[src/inc/flash_access_pkg.sv]
// Constants and carrier types for the flash wait-state access block
package flash_access_pkg;

  // Clock and widths
  localparam int          CLK_MHZ      = 250;
  localparam int          ADDR_W       = 24;
  localparam int          DATA_W       = 16;
  localparam int          WAIT_CODE_W  = 2;
  localparam int          WAIT_CNT_W   = 2;
  localparam int          OP_CNT_W     = 27;

  // Wait-count field encodings
  localparam logic [1:0]  WAIT_CODE_0  = 2'h0;
  localparam logic [1:0]  WAIT_CODE_1  = 2'h1;
  localparam logic [1:0]  WAIT_CODE_2  = 2'h2;
  localparam logic [1:0]  WAIT_CODE_R  = 2'h3;
  localparam logic [1:0]  WAIT_CYC_0   = 2'h0;
  localparam logic [1:0]  WAIT_CYC_1   = 2'h1;
  localparam logic [1:0]  WAIT_CYC_2   = 2'h2;

  // Program and erase durations
  localparam int          PROG_BLOCK_BYTES = 128;
  localparam int          PROG_MAX_MS      = 5;
  localparam int          PROG_TYP_MS      = 2;
  localparam int          ERASE_MAX_MS     = 500;
  localparam int          ERASE_TYP_MS     = 200;
  localparam int          PROG_MAX_CYC     = PROG_MAX_MS * 1000 * CLK_MHZ;
  localparam int          ERASE_MAX_CYC    = ERASE_MAX_MS * 1000 * CLK_MHZ;

  // Reset values
  localparam logic [DATA_W-1:0] RDATA_RST  = 16'h0000;
  localparam logic [ADDR_W-1:0] ADDR_RST   = 24'h000000;

  typedef enum logic [1:0]
  {
    ACC_IDLE   = 2'h1,
    ACC_ACTIVE = 2'h2
  } access_state_type;

  typedef struct packed
  {
    logic              valid;
    logic              seq;
    logic [ADDR_W-1:0] addr;
  } access_req_type;

  typedef struct packed
  {
    logic              valid;
    logic [DATA_W-1:0] data;
  } read_resp_type;

endpackage

[src/verilog/flash_op_timer.sv]
// Duration supervisor for one flash program or erase operation
`timescale 1ns/10ps
module flash_op_timer
  import flash_access_pkg::*;
#(
  parameter int               CNT_W = OP_CNT_W,
  parameter logic [CNT_W-1:0] LIMIT = CNT_W'(PROG_MAX_CYC)
)
(
  // Clock and reset
  input  wire logic i_clk,
  input  wire logic i_rst_n,
  // Control
  input  wire logic i_start,
  input  wire logic i_done,
  // Status
  output logic      o_busy,
  output logic      o_timeout
);

  logic             busy_reg;
  logic             busy_next;
  logic             timeout_reg;
  logic             timeout_next;
  logic [CNT_W-1:0] cnt_reg;
  logic [CNT_W-1:0] cnt_next;

  // Refuse a zero limit at elaboration
  if (LIMIT == '0)
    $error("flash_op_timer: LIMIT must be at least one cycle");

  always_comb
  begin
    busy_next    = busy_reg;
    timeout_next = timeout_reg;
    cnt_next     = cnt_reg;
    if (busy_reg)
    begin
      if (i_done)
        busy_next = 1'b0;
      else if (cnt_reg == LIMIT - CNT_W'(1))
      begin
        // Array overran its worst-case time; abandon the operation
        busy_next    = 1'b0;
        timeout_next = 1'b1;
      end
      else
        cnt_next = cnt_reg + CNT_W'(1);
    end
    else if (i_start)
    begin
      // Start clears the previous timeout flag
      busy_next    = 1'b1;
      timeout_next = 1'b0;
      cnt_next     = '0;
    end
  end

  always_ff @(posedge i_clk or negedge i_rst_n)
  begin
    if (!i_rst_n)
    begin
      busy_reg    <= 1'b0;
      timeout_reg <= 1'b0;
      cnt_reg     <= '0;
    end
    else
    begin
      busy_reg    <= busy_next;
      timeout_reg <= timeout_next;
      cnt_reg     <= cnt_next;
    end
  end

  assign o_busy    = busy_reg;
  assign o_timeout = timeout_reg;

endmodule

[src/verilog/flash_wait_state_access.sv]
// Flash array access sequencer with programmable wait states
`timescale 1ns/10ps
module flash_wait_state_access
  import flash_access_pkg::*;
#(
  parameter int               CNT_W       = OP_CNT_W,
  parameter logic [CNT_W-1:0] PROG_LIMIT  = CNT_W'(PROG_MAX_CYC),
  parameter logic [CNT_W-1:0] ERASE_LIMIT = CNT_W'(ERASE_MAX_CYC)
)
(
  // Clock and reset
  input  wire logic                   i_clk,
  input  wire logic                   i_resetn,
  // Wait-count setting from the memory bus control
  input  wire logic [WAIT_CODE_W-1:0] i_flash_wait_count,
  // Request and answer towards the program memory interface unit
  input  wire access_req_type         i_req,
  output logic                        o_ready,
  output read_resp_type               o_resp,
  // Flash array read port
  output logic                        o_flash_rd,
  output logic [ADDR_W-1:0]           o_flash_addr,
  input  wire logic [DATA_W-1:0]      i_flash_data,
  // Program and erase supervision
  input  wire logic                   i_prog_start,
  input  wire logic                   i_erase_start,
  input  wire logic                   i_op_done,
  output logic                        o_prog_busy,
  output logic                        o_prog_timeout,
  output logic                        o_erase_busy,
  output logic                        o_erase_timeout
);

  // Refuse unusable settings at elaboration
  if (CNT_W < 2 || CNT_W > 31)
    $error("flash_wait_state_access: CNT_W out of range");
  if (PROG_LIMIT == '0 || ERASE_LIMIT == '0)
    $error("flash_wait_state_access: limits must be nonzero");

  // Reset release through two flops
  logic rst_sync1_reg;
  logic rst_sync2_reg;
  logic rst_n;

  always_ff @(posedge i_clk or negedge i_resetn)
  begin
    if (!i_resetn)
    begin
      rst_sync1_reg <= 1'b0;
      rst_sync2_reg <= 1'b0;
    end
    else
    begin
      rst_sync1_reg <= 1'b1;
      rst_sync2_reg <= rst_sync1_reg;
    end
  end

  assign rst_n = rst_sync2_reg;

  // Decode wait-count field into wait cycles
  function automatic logic [WAIT_CNT_W-1:0] wait_cycles
  (
    input logic [WAIT_CODE_W-1:0] code
  );
    case (code)
      WAIT_CODE_0: wait_cycles = WAIT_CYC_0;
      WAIT_CODE_1: wait_cycles = WAIT_CYC_1;
      WAIT_CODE_2: wait_cycles = WAIT_CYC_2;
      // Reserved code falls back to the slowest setting for safety
      default:     wait_cycles = WAIT_CYC_2;
    endcase
  endfunction

  access_state_type        state_reg;
  access_state_type        state_next;
  logic [WAIT_CNT_W-1:0]   wait_reg;
  logic [WAIT_CNT_W-1:0]   wait_next;
  logic [ADDR_W-1:0]       addr_reg;
  logic [ADDR_W-1:0]       addr_next;
  logic                    rd_reg;
  logic                    rd_next;
  logic                    ready_reg;
  logic                    ready_next;
  read_resp_type           resp_reg;
  read_resp_type           resp_next;
  logic                    prog_busy;
  logic                    erase_busy;
  logic                    op_busy;
  logic                    take;
  logic                    op_start;

  // Reads are refused while the array is being programmed or erased
  assign op_busy = prog_busy | erase_busy;
  assign take    = ready_reg & i_req.valid;
  // A read taken in the same cycle keeps the array; the start is dropped
  assign op_start = (i_prog_start | i_erase_start) & ~op_busy & ~rd_reg
                    & ~take;

  always_comb
  begin
    state_next     = state_reg;
    wait_next      = wait_reg;
    addr_next      = addr_reg;
    rd_next        = rd_reg;
    resp_next      = resp_reg;
    resp_next.valid = 1'b0;
    case (state_reg)
      ACC_IDLE:
      begin
        if (take)
        begin
          state_next = ACC_ACTIVE;
          addr_next  = i_req.addr;
          rd_next    = 1'b1;
          // Prefetched sequential fetches skip the wait states
          if (i_req.seq)
            wait_next = WAIT_CYC_0;
          else
            wait_next = wait_cycles(i_flash_wait_count);
        end
      end
      ACC_ACTIVE:
      begin
        if (wait_reg == WAIT_CYC_0)
        begin
          // Final access cycle: capture and answer next cycle
          state_next      = ACC_IDLE;
          rd_next         = 1'b0;
          resp_next.valid = 1'b1;
          resp_next.data  = i_flash_data;
        end
        else
          wait_next = wait_reg - WAIT_CNT_W'(1);
      end
      default:
      begin
        state_next = ACC_IDLE;
        rd_next    = 1'b0;
      end
    endcase
    // Held off until the cycle in which the answer goes out
    // Starting op closes the port at once, not one cycle late
    ready_next = (state_next == ACC_IDLE) && !op_busy && !op_start;
  end

  always_ff @(posedge i_clk or negedge rst_n)
  begin
    if (!rst_n)
    begin
      state_reg  <= ACC_IDLE;
      wait_reg   <= WAIT_CYC_0;
      addr_reg   <= ADDR_RST;
      rd_reg     <= 1'b0;
      ready_reg  <= 1'b0;
      resp_reg   <= '{valid: 1'b0, data: RDATA_RST};
    end
    else
    begin
      state_reg  <= state_next;
      wait_reg   <= wait_next;
      addr_reg   <= addr_next;
      rd_reg     <= rd_next;
      ready_reg  <= ready_next;
      resp_reg   <= resp_next;
    end
  end

  assign o_ready      = ready_reg;
  assign o_resp       = resp_reg;
  assign o_flash_rd   = rd_reg;
  assign o_flash_addr = addr_reg;

  // One program block at a time; start ignored while either runs
  flash_op_timer
  #(
    .CNT_W (CNT_W),
    .LIMIT (PROG_LIMIT)
  )
  u_prog_timer
  (
    .i_clk     (i_clk),
    .i_rst_n   (rst_n),
    .i_start   (op_start & i_prog_start),
    .i_done    (i_op_done),
    .o_busy    (prog_busy),
    .o_timeout (o_prog_timeout)
  );

  flash_op_timer
  #(
    .CNT_W (CNT_W),
    .LIMIT (ERASE_LIMIT)
  )
  u_erase_timer
  (
    .i_clk     (i_clk),
    .i_rst_n   (rst_n),
    .i_start   (op_start & i_erase_start & ~i_prog_start),
    .i_done    (i_op_done),
    .o_busy    (erase_busy),
    .o_timeout (o_erase_timeout)
  );

  assign o_prog_busy  = prog_busy;
  assign o_erase_busy = erase_busy;

endmodule

[config.mk]
export PLATFORM = sky130hd
export DESIGN_NAME = flash_wait_state_access
export DESIGN_NICKNAME = d
export VERILOG_FILES = /design/src/inc/flash_access_pkg.sv /design/src/verilog/flash_op_timer.sv /design/src/verilog/flash_wait_state_access.sv
export SDC_FILE = /design/constraint.sdc
export NUM_CORES = 1
export LEC_CHECK = 0
export ABC_AREA = 0
export ABC_CLOCK_PERIOD_IN_PS = 3350
export CORE_MARGIN = 4
export CORE_UTILIZATION = 40
export CTS_CLUSTER_DIAMETER = 30
export CTS_CLUSTER_SIZE = 20
export DETAILED_ROUTE_END_ITERATION = 12
export DONT_BUFFER_PORTS = 1
export HOLD_SLACK_MARGIN = 0.1
export PLACE_DENSITY = 0.58
export SLEW_MARGIN = 5
export SYNTH_ARGS = -nofsm -noshare
export SYNTH_HDL_FRONTEND = slang
export SYNTH_SLANG_ARGS = --single-unit
[constraint.sdc]
create_clock -name i_clk -period 3.35 [get_ports i_clk]
set_input_delay 0.1675 -clock i_clk [delete_from_list [all_inputs] [get_ports i_clk]]
set_output_delay 0.1675 -clock i_clk [all_outputs]
set_load 0.01 [all_outputs]
==> results.sh <==
export IMPL_synth_most_common_cell="dfrtp_1"
export IMPL_critPathMaxStageDelay_ps=570
export IMPL_rsz0062_at_grt="no"
export IMPL_grt_total_usage_pct=16.9
export IMPL_syn_nets=543
export IMPL_worstSetupStartpointType="register"
export IMPL_setup_violations=0
export IMPL_pin_count=96
export IMPL_relSlewSlack_pct=30.7
export IMPL_dieWidth_um=122
export IMPL_worstSetupEndpointType="register"
export IMPL_cp_top_family="simple AND/OR/NAND/NOR gates"
export IMPL_ys_ff_latch=107
export IMPL_crit_slowest_cell="or4_4"
export IMPL_ir_drop_mv=0.221
export IMPL_die_y_um=122
export IMPL_grt_first_pass_wirelength_um=19900
export IMPL_ys_seq_area_share_pct=51.9
export IMPL_post_drt_via_cell_ratio=5.61
export IMPL_status="completed"
export IMPL_area_delta_synth_final_pct=18.6
export IMPL_coreArea_um2=12600
export IMPL_synth_flop_cell="dfrtp_1"
export IMPL_diodes=0
export IMPL_drt_antenna_violating_nets=0
export IMPL_grt_max_degree=84
export IMPL_cts_inserted_buffers=9
export IMPL_via_count=3987
export IMPL_finish_net_count=589
export IMPL_synth_top_area_share_pct=51.4
export IMPL_period_minus_slack_ps=2530
export IMPL_row_count=41
export IMPL_clock_latency_ps=360
export IMPL_grt_pass1_vias=3902
export IMPL_initial_core_util_pct=40.9
export IMPL_synthTopCellsByArea="dfrtp_1 51%, mux2_2 8.7%, nand2_1 2.8%"
export IMPL_die_area_um2=14800
export IMPL_synth_avg_cell_area_um2=10.6
export IMPL_cp_required_ps=3620
export IMPL_clk_pin_slew_worst_paths_ps=80
export IMPL_hold_viol=0
export IMPL_synth_cells=488
export IMPL_place_inst=648
export IMPL_drive_gt1_share_pct=13.5
export IMPL_yosysUniqueCellTypes=62
export IMPL_max_freq_mhz=396
export IMPL_period_share_pct=75.4
export IMPL_async_flop_share_pct=100
export IMPL_crit_chain="ha_1 -> nand2_2 -> or4_4 -> o21ai_4 -> and2_1 -> inv_6 -> a31oi_1"
export IMPL_initialDrtViolationCount=290
export IMPL_power_density_nw_per_um2=632
export IMPL_gp_congestion=0.855
export IMPL_finClkSkew_ps=7.93
export IMPL_drc=0
export IMPL_cts_tree="built"
export IMPL_antenna_found_initial=0
export IMPL_synth_largest_area_cell="dfrtp_1"
export IMPL_htree_levels=3
export IMPL_p_leak_nw=2.53
export IMPL_dp_hpwl_um=8080
export IMPL_drv_cap=0
export IMPL_overflow=0
export IMPL_clock_sinks=107
export IMPL_clockRootBuffer="clkbuf_16"
export IMPL_drv_slew=0
export IMPL_wl_per_cell_um=17.1
export IMPL_ys_warnings_count=0
export IMPL_cp_arrival_ps=2800
export IMPL_final_cells=711
export IMPL_io_buffers=0
export IMPL_drt_wl_total_um=12200
export IMPL_post_cts_buffers=0
export IMPL_hold_buffers=47
export IMPL_post_synth_most_frequent_cells="106 x dfrtp_1, 40 x mux2_2, 39 x nand2_1"
export IMPL_holdCritPathClass="input pin to register"
export IMPL_worst_path_max_fanout=15
export IMPL_tightest_slew_ps=1040
export IMPL_timing_setup_tns_ps=0
export IMPL_crit_type="register to register"
export IMPL_cts_repair_resized=0
export IMPL_cts_buffer_depth=2
export IMPL_dr_pass1_iters=4
export IMPL_netlist_area_um2=5160
export IMPL_synth_edff_count=0
export IMPL_cp_num_buf_inv=1
kinds of logic after synthesis:
kind of cell / after synthesis / synth area share (%)
AND/OR/NAND/NOR: 185 / 19.6
flip-flops: 107 / 51.9
AO/OA/AOI/OAI: 101 / 12.8
multiplexers: 45 / 9.69
buffers and inverters: 34 / 2.96
XOR/XNOR: 9 / 1.53
adder cells (fa/ha/maj): 6 / 1.45
other: 1 / 0.0726
per-layer routing:
layer  routed length, um  global-route usage [%]  up-vias
li1                    -                       -     1918
met1                5530                    22.5     1948
met2                5610                    26.6      106
met3                 780                    3.71       15
met4                 236                    7.70        0
met5                   0                       0        -
where the power goes:
group | total (mW) | switching, mW | leakage (nW) | internal (mW)
Combinational | 0.763 | 0.387 | 0.977 | 0.376
Sequential | 2.00 | 0.398 | 1.40 | 1.60
Clock | 1.11 | 0.511 | 0.154 | 0.595
placed cells by master, fill, tap and decap left out, types with 4 or more instances in the layout:
cell type,netlist,routed
dfrtp_1,106,105
dlygate4sd3_1,0,47
mux2_2,40,40
nand2_1,39,39
nand3_1,28,28
o21ai_0,25,25
nor2_1,24,24
a21oi_1,21,21
nand4_1,17,17
inv_1,15,15
a31oi_1,14,14
or3_1,13,13
nor4_1,12,12
nor3_1,12,12
clkbuf_16,0,9
o31ai_1,8,8
xor2_1,7,7
o211ai_1,6,6
ha_1,6,6
buf_4,2,6
and3_1,5,5
mux2i_1,5,5
nor4b_1,4,4
inv_6,1,4
nor3b_1,4,4
nand2b_1,4,4
stage by stage:
stage          hold slack, ps  util [%]  setup slack, ps  instance area [um2]  total power [mW]
2_1_floorplan            -128         -              150                 5160              2.53
6_report                  140      48.5              823                 6120              3.87
4_1_cts                   126      48.5              804                 6120              3.92
3_3_place_gp             -128      42.3              916                 5340              2.70
5_1_grt                   145      48.5              649                 6120              4.11
3_5_place_dp             -128      42.3              829                 5340              2.74
worst register-to-register path, delay by kind of cell, from the launching register on:
kind	cells	cell delay (ps)
DFF	1	410
AOI/OAI and AO/OA	2	560
and+or+nand+nor	3	1120
buffers and inverters	1	100
adders and majority gates	1	270
area by class of cell:
type / instances / area, um2
clock buffers: 9 / 225
clock inverters: 7 / 86.3
fillers: 1182 / 6500
inverters: 16 / 65.1
multi-input cells: 347 / 2330
flip-flops and latches: 107 / 2680
well taps: 172 / 215
repair buffers: 53 / 515
path summary, 6_finish.rpt:
path | from | to | slack, ps | cells past startpoint
max in group asynchronous | rst_n | u_prog_timer.cnt_reg[21] | 1910 | 1
max | u_erase_timer.cnt_reg[0] | u_erase_timer.cnt_reg[24] | 820 | 7
max reg2reg | u_erase_timer.cnt_reg[0] | u_erase_timer.cnt_reg[24] | 820 | 7
min | i_op_done | u_erase_timer.cnt_reg[9] | 140 | 3
min in group asynchronous | rst_n | o_resp[1] | 530 | 0
min reg2reg | rst_sync1_reg | rst_n | 350 | 0
Power figures use the tool's default switching activity.
